===== src/common/adcw_pkg.sv =====
package adcw_pkg;
  // peripheral register offsets on the cpu bus (8-bit data)
  localparam logic [2:0] OFS_MODE = 3'h0;
  localparam logic [2:0] OFS_CHAN = 3'h1;
  localparam logic [2:0] OFS_RESULT = 3'h2;
  localparam logic [2:0] OFS_PF_MODE = 3'h3;
  localparam logic [2:0] OFS_PF_THRESH = 3'h4;
  localparam logic [2:0] OFS_STATUS = 3'h5;
  // mode register fields
  localparam int MODE_START_BIT = 7;
  localparam int MODE_TSEL_LSB = 3;
  localparam int MODE_TSEL_W = 3;
  localparam int MODE_PWR_BIT = 0;
  // channel select: low bits only
  localparam int CHAN_W = 3;
  localparam logic [7:0] CHAN_ZERO_MASK = 8'hf8;
  // power-fail mode fields
  localparam int PF_EN_BIT = 7;
  localparam int PF_SEL_BIT = 6;
  // reset values
  localparam logic [7:0] MODE_RST = 8'h00;
  localparam logic [7:0] CHAN_RST = 8'h00;
  localparam logic [7:0] RESULT_RST = 8'h00;
  localparam logic [7:0] PF_MODE_RST = 8'h00;
  localparam logic [7:0] PF_THRESH_RST = 8'h00;
  // timing
  localparam int CLK_MHZ = 200;
  localparam int STARTUP_US = 14;
  localparam int STARTUP_CYC = STARTUP_US * CLK_MHZ;
  localparam int WAIT_CYC = 1;
  localparam int CONV_BASE_CYC = 16;
  // host command set
  typedef enum logic [1:0] {
    CMD_WRITE = 2'b00,
    CMD_READ = 2'b01,
    CMD_START = 2'b10
  } adcw_cmd_t;
endpackage


===== src/common/adcw_if.sv =====
`timescale 1ns/100ps
interface adcw_if;
  logic req;
  logic wr;
  logic [2:0] addr;
  logic [7:0] wdata;
  logic [7:0] rdata;
  logic waitReq;
  logic ack;
  logic subClkX1Stop;
  modport dev (input req, input wr, input addr, input wdata, input subClkX1Stop,
    output rdata, output waitReq, output ack);
  modport cpu (output req, output wr, output addr, output wdata, output subClkX1Stop,
    input rdata, input waitReq, input ack);
endinterface


===== src/design/adcw_device.sv =====
`timescale 1ns/100ps
import adcw_pkg::*;
// Functional notes
// - mode register write inserts a wait
// - no mode write on stopped main clock
// - channel select write inserts a wait
// - no channel write on stopped clock
// - channel select bits 3-7 written zero
// - mode/channel write may corrupt result
// - read result after completion, before rewrites
// - result read inserts a wait
// - no result read on stopped clock
// - power-fail mode write inserts a wait
// - threshold write inserts a wait
// - no power-fail mode write, clock stopped
// - no threshold write, clock stopped
// - at least 14 us startup before start
// - time select sets conversion length
module adcw_device #(
  parameter int WaitCyc = adcw_pkg::WAIT_CYC,
  parameter int ConvBase = adcw_pkg::CONV_BASE_CYC
) (
  input wire logic clk,
  input wire logic rst_n,
  adcw_if.dev bus,
  input wire logic [7:0] sample,
  output logic [7:0] modeOut,
  output logic [2:0] chanOut,
  output logic [7:0] pfModeOut,
  output logic [7:0] pfThreshOut,
  output logic convDone,
  output logic pfFlag,
  output logic protViol
);
  import adcw_pkg::*;

  typedef enum logic [1:0] {
    S_IDLE = 2'b00,
    S_WAIT = 2'b01,
    S_DONE = 2'b10
  } adcw_bst_t;

  adcw_bst_t bst_r;
  logic [7:0] waitCnt_r;
  logic [7:0] mode_r;
  logic [2:0] chan_r;
  logic [7:0] pfMode_r;
  logic [7:0] pfThresh_r;
  logic [7:0] result_r;
  logic [7:0] rdata_r;
  logic [15:0] convCnt_r;
  logic busy_r;
  logic done_r;
  logic pf_r;
  logic viol_r;
  logic waitAcc;
  logic commit;
  logic modeWr;
  logic chanWr;
  logic [15:0] convLen;
  logic [15:0] convLenWr;

  // accesses that stall the bus
  always_comb begin
    waitAcc = 1'b0;
    if (bus.req) begin
      if (bus.wr) begin
        waitAcc = (bus.addr == OFS_MODE) || (bus.addr == OFS_CHAN)
          || (bus.addr == OFS_PF_MODE) || (bus.addr == OFS_PF_THRESH);
      end else begin
        waitAcc = (bus.addr == OFS_RESULT);
      end
    end
  end

  // access sequencer; cpu holds req and address steady until ack
  always_ff @(posedge clk) begin
    if (!rst_n) begin
      bst_r <= S_IDLE;
      waitCnt_r <= 8'h00;
    end else begin
      unique case (bst_r)
        S_IDLE: begin
          if (bus.req && waitAcc) begin
            bst_r <= S_WAIT;
            waitCnt_r <= 8'(WaitCyc - 1);
          end else if (bus.req) begin
            bst_r <= S_DONE;
          end
        end
        S_WAIT: begin
          if (waitCnt_r == 8'h00) begin
            bst_r <= S_DONE;
          end else begin
            waitCnt_r <= waitCnt_r - 8'h01;
          end
        end
        S_DONE: bst_r <= S_IDLE;
        default: bst_r <= S_IDLE;
      endcase
    end
  end

  assign bus.waitReq = (bst_r == S_WAIT) || (bst_r == S_IDLE && bus.req && waitAcc);
  assign bus.ack = (bst_r == S_DONE);
  assign commit = (bst_r == S_DONE) && bus.wr;
  assign modeWr = commit && (bus.addr == OFS_MODE);
  assign chanWr = commit && (bus.addr == OFS_CHAN);

  // register writes land on the completing cycle
  always_ff @(posedge clk) begin
    if (!rst_n) begin
      mode_r <= MODE_RST;
      chan_r <= CHAN_RST[CHAN_W-1:0];
      pfMode_r <= PF_MODE_RST;
      pfThresh_r <= PF_THRESH_RST;
    end else begin
      if (modeWr) begin
        mode_r <= bus.wdata;
      end
      if (chanWr) begin
        chan_r <= bus.wdata[CHAN_W-1:0];
      end
      if (commit && bus.addr == OFS_PF_MODE) begin
        pfMode_r <= bus.wdata;
      end
      if (commit && bus.addr == OFS_PF_THRESH) begin
        pfThresh_r <= bus.wdata;
      end
    end
  end

  // conversion length from the time select field
  assign convLen = 16'(ConvBase) << mode_r[MODE_TSEL_LSB +: MODE_TSEL_W];
  // a mode write brings its own select; the held copy is still the old one then
  assign convLenWr = 16'(ConvBase) << bus.wdata[MODE_TSEL_LSB +: MODE_TSEL_W];

  // conversion timer; a rewrite reloads it and clears the result to zero meanwhile
  always_ff @(posedge clk) begin
    if (!rst_n) begin
      busy_r <= 1'b0;
      done_r <= 1'b0;
      convCnt_r <= 16'h0000;
      result_r <= RESULT_RST;
    end else begin
      done_r <= 1'b0;
      if (modeWr || chanWr) begin
        // a channel write keeps the start bit already in the mode copy
        busy_r <= modeWr ? bus.wdata[MODE_START_BIT] : mode_r[MODE_START_BIT];
        convCnt_r <= modeWr ? convLenWr : convLen;
        result_r <= 8'h00;
      end else if (busy_r) begin
        if (convCnt_r == 16'h0000) begin
          result_r <= sample;
          done_r <= 1'b1;
          convCnt_r <= convLen;
          busy_r <= mode_r[MODE_START_BIT];
        end else begin
          convCnt_r <= convCnt_r - 16'h0001;
        end
      end
    end
  end

  // power-fail compare on each finished conversion
  always_ff @(posedge clk) begin
    if (!rst_n) begin
      pf_r <= 1'b0;
    end else if (done_r && pfMode_r[PF_EN_BIT]) begin
      pf_r <= pfMode_r[PF_SEL_BIT] ? (result_r > pfThresh_r) : (result_r < pfThresh_r);
    end
  end

  // read data and forbidden-access flag; the flag only reports, hardware still answers
  always_ff @(posedge clk) begin
    if (!rst_n) begin
      rdata_r <= 8'h00;
      viol_r <= 1'b0;
    end else begin
      if (bst_r == S_IDLE && bus.req && !bus.wr) begin
        unique case (bus.addr)
          OFS_MODE: rdata_r <= mode_r;
          OFS_CHAN: rdata_r <= {5'h00, chan_r};
          OFS_RESULT: rdata_r <= result_r;
          OFS_PF_MODE: rdata_r <= pfMode_r;
          OFS_PF_THRESH: rdata_r <= pfThresh_r;
          OFS_STATUS: rdata_r <= {5'h00, pf_r, done_r, busy_r};
          default: rdata_r <= 8'h00;
        endcase
      end
      if (bst_r == S_IDLE && bus.req && waitAcc && bus.subClkX1Stop) begin
        viol_r <= 1'b1;
      end
    end
  end

  assign bus.rdata = rdata_r;
  assign modeOut = mode_r;
  assign chanOut = chan_r;
  assign pfModeOut = pfMode_r;
  assign pfThreshOut = pfThresh_r;
  assign convDone = done_r;
  assign pfFlag = pf_r;
  assign protViol = viol_r;
endmodule // adcw_device


===== src/flat_wrapper.sv =====
// flat-port wrapper written by rule: the top's interface ports become plain ports
module adcw_device_flat import adcw_pkg::*;
#(
  parameter int WaitCyc = adcw_pkg::WAIT_CYC,
  parameter int ConvBase = adcw_pkg::CONV_BASE_CYC
)
  (clk, rst_n, sample, modeOut, chanOut, pfModeOut, pfThreshOut, convDone, pfFlag, protViol, bus_req, bus_wr, bus_addr, bus_wdata, bus_subClkX1Stop, bus_rdata, bus_waitReq, bus_ack);
  adcw_if bus_i ();
  input wire logic clk;
  input wire logic rst_n;
  input wire logic [7:0] sample;
  output logic [7:0] modeOut;
  output logic [2:0] chanOut;
  output logic [7:0] pfModeOut;
  output logic [7:0] pfThreshOut;
  output logic convDone;
  output logic pfFlag;
  output logic protViol;
  input wire logic [$bits(bus_i.req)-1:0] bus_req;
  input wire logic [$bits(bus_i.wr)-1:0] bus_wr;
  input wire logic [$bits(bus_i.addr)-1:0] bus_addr;
  input wire logic [$bits(bus_i.wdata)-1:0] bus_wdata;
  input wire logic [$bits(bus_i.subClkX1Stop)-1:0] bus_subClkX1Stop;
  output wire logic [$bits(bus_i.rdata)-1:0] bus_rdata;
  output wire logic [$bits(bus_i.waitReq)-1:0] bus_waitReq;
  output wire logic [$bits(bus_i.ack)-1:0] bus_ack;
  assign bus_i.req = bus_req;
  assign bus_i.wr = bus_wr;
  assign bus_i.addr = bus_addr;
  assign bus_i.wdata = bus_wdata;
  assign bus_i.subClkX1Stop = bus_subClkX1Stop;
  assign bus_rdata = bus_i.rdata;
  assign bus_waitReq = bus_i.waitReq;
  assign bus_ack = bus_i.ack;
  adcw_device #(.WaitCyc(WaitCyc), .ConvBase(ConvBase)) u_core (.clk(clk), .rst_n(rst_n), .bus(bus_i), .sample(sample), .modeOut(modeOut), .chanOut(chanOut), .pfModeOut(pfModeOut), .pfThreshOut(pfThreshOut), .convDone(convDone), .pfFlag(pfFlag), .protViol(protViol));
endmodule

===== config.mk =====
export PLATFORM = sky130hd
export DESIGN_NAME = adcw_device_flat
export DESIGN_NICKNAME = d
export VERILOG_FILES = /design/src/common/adcw_pkg.sv /design/src/common/adcw_if.sv /design/src/design/adcw_device.sv /design/src/flat_wrapper.sv
export SDC_FILE = /design/constraint.sdc
export NUM_CORES = 1
export LEC_CHECK = 0
export BUFFER_PORTS_ARGS = -buffer_cell sky130_fd_sc_hd__buf_2
export CAP_MARGIN = 20
export CORE_MARGIN = 3
export CORE_UTILIZATION = 30
export CTS_CLUSTER_DIAMETER = 40
export DETAILED_ROUTE_END_ITERATION = 10
export HOLD_SLACK_MARGIN = 0.1
export PLACE_DENSITY_LB_ADDON = 0.15
export SYNTH_ARGS = -nofsm -noshare
export SYNTH_HDL_FRONTEND = slang
export SYNTH_SLANG_ARGS = --single-unit

===== constraint.sdc =====
create_clock -name clk -period 5.8 [get_ports clk]
set_input_delay 0.87 -clock clk [delete_from_list [all_inputs] [get_ports clk]]
set_output_delay 0.87 -clock clk [all_outputs]
set_load 0.01 [all_outputs]

==> results by group, run 1 <==
Synthesis
  – Register area share after synthesis: 36.8%
  – Synth async-reset ratio: 0%
  – Area leader, netlist: dfxtp_1
  – Count leader, synth: dfxtp_1
  – Yosys top cell area share: 36.8%
  – Mean Syn Cell Area: 8.23 sq um
  – Seq cells post-synth: 73
  – Mapped Cells: 483
  – Synthesized area: 3980 sq um
  – Post-synth cell types: 63
  – Main synth FF type: dfxtp_1
  – YS warnings: 0
  – Syn Nets: 518
  – Main area contributors after synthesis: dfxtp_1, mux2i_1, a21oi_1
  – Post-synth EDFFs: 0
  – Synth top cells by count: dfxtp_1, nand2_1, nor2_1

Worst setup path
  – Setup crit start kind: input pin
  – Required time at the worst-slack endpoint: 4930 ps
  – Reg2reg path depth: 7
  – Worst EP arrival: 2300 ps
  – Crit end category: output port
  – Critical-path cell list: buf_2 -> nor3b_1 -> a2111oi_0 -> or3_1 -> inv_1 -> buf_2
  – Crit-path max cell delay: 500 ps
  – Critical-path top delay cell: a2111oi_0
  – CP most frequent cell: buf_2
  – Crit-path max FO: 20
  – Crit Path Class: in2out

STA
  – Final hold vios: 0
  – Period utilization: 54.6%
  – Fmax: 316 MHz
  – Final setup margin: 2630 ps
  – Final setup viols: 0
  – Final setup TNS: 0 ps
  – Max-slew violations: 0
  – Layout Skew: 9.93 ps
  – Slew HR: 43.5%
  – RSZ-0062 raised after global routing: false
  – Hold Worst Slack: 454 ps
  – Crit path time final: 3170 ps
  – Worst-Margin Slew: 847 ps

Floorplan
  – Die Ht: 121 um
  – Site Rows: 41
  – Die ar.: 14700 sq um
  – Ports: 64
  – Core ar.: 12800 sq um
  – Die Wd: 121 um
  – Initial core utilization: 31.1%

Route
  – WL/cell: 18.2 um
  – Final WL: 12800 um
  – DRC viols: 0
  – Initial drt markers: 207
  – DR vias: 3766
  – Avg Vias per Cell: 5.35
  – DRT Pass-1 Iters: 4
  – Final ANT Viol Nets: 0

CTS
  – CTS root buffer: clkbuf_16
  – TritonCTS clock tree: built
  – Hold Buf Count CTS: 0
  – Max Root-Sink Buffers: 2
  – H-tree depth: 3
  – TritonCTS Buffers: 9
  – CTS sink cnt: 73
  – Post-CTS setup buffers: 0
  – CTS clk-pin slew, worst paths: 70 ps
  – Worst-Skew Late Latency: 350 ps
  – CTS resizes: 0

Power and ir drop
  – Worst VDD drop: 0.000208 V
  – Overall power: 1.28 mW
  – Leakage dissipation: 1.98 nW
  – Power per cell area: 272 nW/um^2

Placed design
  – HPWL Detailed: 9200 um
  – Post-Place Setup Slack: 2620 ps
  – Port bufs: 63
  – Final GP Congestion: 0.837

GRT
  – GRT Overall Usage: 18.1%
  – Initial antenna violation count: 0
  – GRT overflow: 0
  – Largest net degree at the start of global routing: 46
  – Vias in the first global route: 3697
  – First-pass GRT wire length: 20400 um

Layout
  – Antenna diode count: 0
  – Share of post-route cells with drive strength above 1: 17.7%
  – Filler instances: 1348
  – Synth-to-Final Area Change: 18.3%
  – Area occupied by multi-input gates: 2320 sq um
  – Nets: 562
  – FF+latch area: 1460 sq um

Job
  – Max cap viols: 0

Run status
  – Status: finished clean

Min path
  – Hold depth: 2
  – Hold Crit Class: reg2reg
==> layout by cell type (no fill, tap or decap), drive strengths merged, types with 6 or more instances in the layout <==
cell    count
dfxtp      73
buf        64
nand2      48
nor2       46
a21oi      37
mux2i      24
inv        21
nand3      19
nor3       16
o21ai      16
ha         11
clkbuf     10
a31oi       9
a22oi       9
or3         9
nor4        9
xnor2       7
and2        7
nor2b       6
==> where the power goes <==
part	switching [mW]	total (mW)	internal, mW	leakage, nW
combinational	0.0958	0.154	0.0577	1.24
clock	0.244	0.595	0.350	0.150
sequential	0.0148	0.531	0.516	0.590
==> final timing paths <==
kind | from | end | slack [ps]
worst min register to register | u_core.bus.rdata[2] | u_core.bus.rdata[2] | 450
worst max-delay path | bus_addr[2] | bus_waitReq | 2630
worst max register to register | u_core.convCnt_r[0] | u_core.convCnt_r[5] | 3280
worst min-delay path | u_core.bus.rdata[2] | u_core.bus.rdata[2] | 450
==> worst max-delay path, delay by kind of cell <==
kind | cells | cell delay, ps
AOI/OAI and AO/OA | 1 | 500
buffers and inverters | 3 | 560
and+or+nand+nor | 2 | 360
==> through the flow <==
stage | instances | area, sq um | utilization [%]
floorplan | 483 | 3980 | -
global placement | 688 | 4390 | 34.4
detailed placement | 688 | 4390 | 34.4
CTS | 704 | 4700 | 36.8
global route | 704 | 4700 | 36.8
finish | 704 | 4700 | 36.8
==> final cells by class <==
class	instances	share of cell area, %
clock buffer	10	5.08
clock inverter	6	1.54
inverter	18	1.44
multi-input combinational	361	49.4
sequential	73	31.1
tap	172	4.58
timing repair buffer	64	6.87
==> sequential cells by signal, summed over array words and instances, names as in the netlist <==
name / count
u_core.chanOut: 3
u_core.pfFlag: 1
u_core.bus.rdata: 8
u_core.modeOut: 8
u_core.protViol: 1
u_core.convDone: 1
u_core.bst_r: 2
u_core.convCnt_r: 16
u_core.pfModeOut: 8
u_core.result_r: 8
u_core.busy_r: 1
u_core.waitCnt_r: 8
u_core.pfThreshOut: 8
==> cell families (layout without fill, tap and decap cells) <==
family | count (synthesis) | after routing | share of synthesized area [%]
DFF | 73 | 73 | 36.8
AOI/OAI and AO/OA | 111 | 111 | 18.2
muxes | 27 | 27 | 7.17
and+or+nand+nor | 200 | 200 | 27.0
buffers and inverters | 49 | 98 | 4.81
xor gates and xnor gates | 12 | 12 | 2.64
adders and majority gates | 11 | 11 | 3.46
==> layer usage <==
| layer | part of all wire, % | GRT usage (%) | vias to the layer above |
|---|---|---|---|
| li1 | - | - | 1846 |
| met1 | 46 | 23.6 | 1794 |
| met2 | 46 | 27.9 | 105 |
| met3 | 5.6 | 5.45 | 21 |
| met4 | 2.5 | 7.51 | 0 |
| met5 | 0 | 0 | - |
(Power assumes the default switching activity.)
==> run 2: changes to the inputs <==
==> constraint.sdc (replaced) <==
create_clock -name clk -period 2.7 [get_ports clk]
set_input_delay 0.405 -clock clk [delete_from_list [all_inputs] [get_ports clk]]
set_output_delay 0.405 -clock clk [all_outputs]
set_load 0.01 [all_outputs]
==> run 2 against run 1 <==
- critical path depth is 1 lower
- global-route usage is 0.11 points lower
- final cell count is 1.3% higher
- first-iteration DRC count is 5.8% lower
- register-to-register slack worse by 2800 ps
- setup slack worse by 2200 ps
- sequential power is 110% higher
- largest cell class unchanged
- largest power group unchanged
- highest routed layer unchanged
==> results by group, run 2 (same netlist as run 1, synthesis figures left out) <==
Min path
  – Hold Startpoint: sample[3]
  – Hold Crit Class: in2reg

STA
  – Slew HR: 53.5%
  – RSZ-0062 raised after global routing: false
  – Final hold vios: 0
  – Crit path time final: 2230 ps
  – Max-slew violations: 0
  – Final setup margin: 469 ps
  – Final setup viols: 0
  – Worst-Margin Slew: 696 ps
  – Hold Worst Slack: 302 ps
  – Layout Skew: 10.1 ps
  – Period utilization: 82.6%
  – Final setup TNS: 0 ps
  – Fmax: 448 MHz

Route
  – Initial drt markers: 195
  – Final WL: 12900 um
  – DRT Pass-1 Iters: 4
  – Final ANT Viol Nets: 0
  – DR vias: 3822
  – Avg Vias per Cell: 5.36
  – WL/cell: 18.1 um
  – DRC viols: 0

CTS
  – CTS resizes: 0
  – Worst-Skew Late Latency: 340 ps
  – Hold Buf Count CTS: 0
  – TritonCTS Buffers: 9
  – CTS clk-pin slew, worst paths: 60 ps
  – Max Root-Sink Buffers: 2
  – TritonCTS clock tree: built
  – CTS sink cnt: 73
  – Post-CTS setup buffers: 0
  – H-tree depth: 3
  – CTS root buffer: clkbuf_16

Layout
  – Largest register FFs: 16
  – Commonest non-fill, non-tap cells in the layout: dfxtp_1, buf_2, nand2_1, nor2_1, a21oi_1
  – Most common cell after layout, fill and taps aside: dfxtp_1
  – Fin util: 37.2%
  – Antenna diode count: 0
  – Post-Layout Cell Count: 713
  – Share of post-route cells with drive strength above 1: 19.0%
  – Nets: 571
  – Filler instances: 1333
  – Largest Register: u_core.convCnt_r
  – Final Cell Area: 4750 sq um
  – Synth-to-Final Area Change: 19.6%

Power and ir drop
  – Leakage dissipation: 2.03 nW
  – Net Switching: 0.721 mW
  – Overall power: 2.70 mW
  – Internal power: 1.98 mW
  – Comb power frac: 12.5%
  – Clock power share: 45.1%
  – Power per cell area: 567 nW/um^2
  – Worst VDD drop: 0.000204 V
  – Switching share of power: 26.7%
  – Seq pwr share: 42.4%

Floorplan
  – Core ar.: 12800 sq um
  – Initial core utilization: 31.1%
  – Die Ht: 121 um
  – Die Wd: 121 um
  – Die ar.: 14700 sq um
  – Ports: 64
  – Site Rows: 41

Worst setup path
  – Crit end category: flop
  – Crit-path max FO: 9
  – Crit Path Class: reg2reg
  – Worst EP arrival: 2450 ps
  – Critical-path top delay cell: or4_1
  – RR Startpoint: u_core.convCnt_r[12]
  – Crit-path max cell delay: 700 ps
  – Critical-path cell list: or4_1 -> nor4_4 -> nand2_4 -> nand3_1 -> nor2_1
  – Critical Path Start: u_core.convCnt_r[12]
  – CP delay by family, top: simple AND/OR/NAND/NOR gates
  – Required time at the worst-slack endpoint: 2920 ps
  – Setup crit start kind: flop
  – Buf+Inv Stages, Crit Path: 0

Placed design
  – Post-Place Setup Slack: 488 ps
  – Placed cell count: 697
  – Area after DPL: 4460 sq um
  – Final GP Congestion: 0.852
  – HPWL Detailed: 9250 um
  – Port bufs: 63

GRT
  – Initial antenna violation count: 0
  – Largest net degree at the start of global routing: 31
  – Vias in the first global route: 3711
  – GRT overflow: 0
  – GRT Overall Usage: 18.0%
  – First-pass GRT wire length: 20700 um

Run status
  – Status: finished clean

Job
  – Max cap viols: 0
-- run 2: changes by cell type in the layout (fill, tap and decap cells not counted) --
cell      previous run  this run
clkinv_4             1         0
clkinv_2             0         4
buf_4                1        10
inv_6                3         0
-- run 2: metal layers --
metal | vias to the layer above | part of all wire (%) | GRT usage (%)
li1 | 1868 | - | -
met4 | 0 | 2.2 | 6.87
met3 | 22 | 4.9 | 3.03
met1 | 1818 | 46 | 24.9
met2 | 114 | 47 | 28.0
met5 | - | 0 | 0
-- run 2: final timing paths --
path / slack, ps / cells after the start / endpoint
max: 470 / 5 / u_core.convCnt_r[13]
min: 300 / 3 / u_core.result_r[3]
max reg2reg: 470 / 5 / u_core.convCnt_r[13]
min reg2reg: 450 / 2 / u_core.bus.rdata[2]
-- run 2: tightest hold or removal path, stage by stage --
cell and delay [ps]:
buf_2 70, mux2i_1 50, nor2_1 70
-- run 2: area by class of cell --
type	count	area (sq um)	share of cell area (%)
Multi-Input combinational cell	361	2320	48.9
Clock inverter	6	57.6	1.21
Sequential cell	73	1460	30.7
Tap cell	172	215	4.53
Timing Repair Buffer	73	390	8.21
Inverter	18	67.6	1.42
Clock buffer	10	239	5.03
-- run 2: power by group through the flow --
stage,Combinational [mW],Clock (mW),Sequential [mW]
3_5_place_dp,0.334,0,1.17
3_3_place_gp,0.333,0,1.16
4_1_cts,0.337,1.23,1.14
5_1_grt,0.375,1.27,1.15
6_report,0.337,1.22,1.14
2_1_floorplan,0.229,0,1.16
==> run 3: changes to the inputs <==
==> constraint.sdc (replaced) <==
create_clock -name clk -period 1.8 [get_ports clk]
set_input_delay 0.27 -clock clk [delete_from_list [all_inputs] [get_ports clk]]
set_output_delay 0.27 -clock clk [all_outputs]
set_load 0.01 [all_outputs]
==> run 3 against run 2 <==
- the run now ends with setup timing left
- clock power increased by 34%
- global-route usage grew 0.51 points
- register-to-register slack worse by 510 ps
- worst hold slack lost 130 ps
- clock skew decreased by 2.6 ps
- sequential power up 50%
- largest power group is now sequential cells
- highest routed layer unchanged
==> results by group, run 3 (same netlist as run 1, synthesis figures left out) <==
CTS
  – TritonCTS clock tree: built
  – Max Root-Sink Buffers: 2
  – CTS clk-pin slew, worst paths: 50 ps
  – H-tree depth: 3
  – Worst-Skew Late Latency: 330 ps
  – CTS root buffer: clkbuf_16
  – TritonCTS Buffers: 9
  – CTS sink cnt: 73

Worst setup path
  – Crit-path max FO: 6
  – Worst EP arrival: 2110 ps
  – Required time at the worst-slack endpoint: 2070 ps
  – Setup crit start kind: flop
  – Crit Path Class: reg2reg
  – Crit end category: flop
  – RR Startpoint: u_core.convCnt_r[10]
  – Critical Path Start: u_core.convCnt_r[10]

STA
  – RSZ-0062 raised after global routing: true
  – Slew HR: 68.6%
  – Crit path time final: 1840 ps
  – Final setup viols: 6
  – Max-slew violations: 0
  – Final setup margin: -37.5 ps
  – Layout Skew: 7.48 ps
  – Fmax: 544 MHz
  – Period utilization: 102%
  – Final setup TNS: -152 ps
  – Final hold vios: 0
  – Worst-Margin Slew: 470 ps

Floorplan
  – Initial core utilization: 31.1%
  – Die ar.: 14700 sq um
  – Ports: 64
  – Core ar.: 12800 sq um
  – Die Ht: 121 um
  – Die Wd: 121 um
  – Site Rows: 41

Layout
  – Largest register FFs: 16
  – Synth-to-Final Area Change: 40.2%
  – Most common cell after layout, fill and taps aside: buf_4
  – Fin util: 43.7%
  – Commonest non-fill, non-tap cells in the layout: buf_4, dfxtp_1, buf_2, nand2_1, nor2_1
  – Post-Layout Cell Count: 786
  – Antenna diode count: 0
  – Share of post-route cells with drive strength above 1: 35.2%
  – Largest Register: u_core.convCnt_r
  – Nets: 645

GRT
  – GRT overflow: 0
  – Vias in the first global route: 3986
  – Initial antenna violation count: 0
  – GRT met2 Usage: 30.3%
  – GRT busiest layer: met2
  – Largest net degree at the start of global routing: 45
  – M1 GR Usage: 24.3%
  – First-pass GRT wire length: 21300 um
  – GRT Overall Usage: 18.5%
  – GR Layer Usage met3: 3.73%

Route
  – DR vias: 4148
  – DRT Pass-1 Iters: 5
  – Initial drt markers: 197
  – Avg Vias per Cell: 5.28
  – WL/cell: 17.2 um
  – DRC viols: 0
  – Final WL: 13500 um
  – Final ANT Viol Nets: 0

Run status
  – Status: finished with violations
  – Violated checks: setup timing

Power and ir drop
  – Worst VDD drop: 0.000331 V
  – Power per cell area: 731 nW/um^2
  – Overall power: 4.08 mW
  – Leakage dissipation: 2.43 nW

Placed design
  – Post-Place Setup Slack: -143 ps
  – HPWL Detailed: 10200 um
  – Port bufs: 63
  – Final GP Congestion: 0.864
  – Placed cell count: 763

Min path
  – Hold Startpoint: sample[3]
  – Hold Crit Class: in2reg

Job
  – Max cap viols: 0
[run 3: worst max-delay path, stage by stage, from the launching register on]
cell      delay [ps]
dfxtp_2          330
or4_4            560
nor4_4           270
buf_6            190
nand2_1           70
a311oi_1         220
a311o_2          140
[run 3: per-layer routing]
metal,up-vias,routed length [um]
met5,-,0
met1,1995,6050
li1,2021,-
met3,16,635
met2,116,6560
met4,0,297
[run 3: repair_timing]
| action | CTS | global route |
|---|---|---|
| hold buffers | 0 | 0 |
| setup endpoints to repair | 27 | 29 |
| setup buffers | 3 | 5 |
| resized for setup | 20 | 27 |
| cloned | 0 | 1 |
| pin swaps | 6 | 16 |
[run 3: final timing paths]
kind	end	cells after the start	slack, ps
max	u_core.convCnt_r[11]	6	-40
min	u_core.result_r[3]	3	180
max reg2reg	u_core.convCnt_r[11]	6	-40
min reg2reg	u_core.bus.rdata[2]	2	460
[run 3: area by class of cell]
| class | instances | area, sq um |
|---|---|---|
| fillers | 1295 | 7200 |
| multi-input cells | 362 | 2540 |
| flip-flops and latches | 73 | 1470 |
| repair buffers | 146 | 1010 |
| clock buffers | 12 | 246 |
| well taps | 172 | 215 |
| inverters | 18 | 70.1 |
| clock inverters | 3 | 17.5 |
[run 3: through the flow]
step / hold slack (ps) / cell area [sq um]
2_1_floorplan: 406 / 4030
3_3_place_gp: 448 / 5050
3_5_place_dp: 459 / 5050
4_1_cts: 164 / 5410
5_1_grt: 175 / 5580
6_report: 176 / 5580
[run 3: power by group]
part	internal, mW	total [mW]	switching [mW]
sequential	1.67	1.71	0.0429
clock	0.959	1.63	0.671
combinational	0.353	0.737	0.384
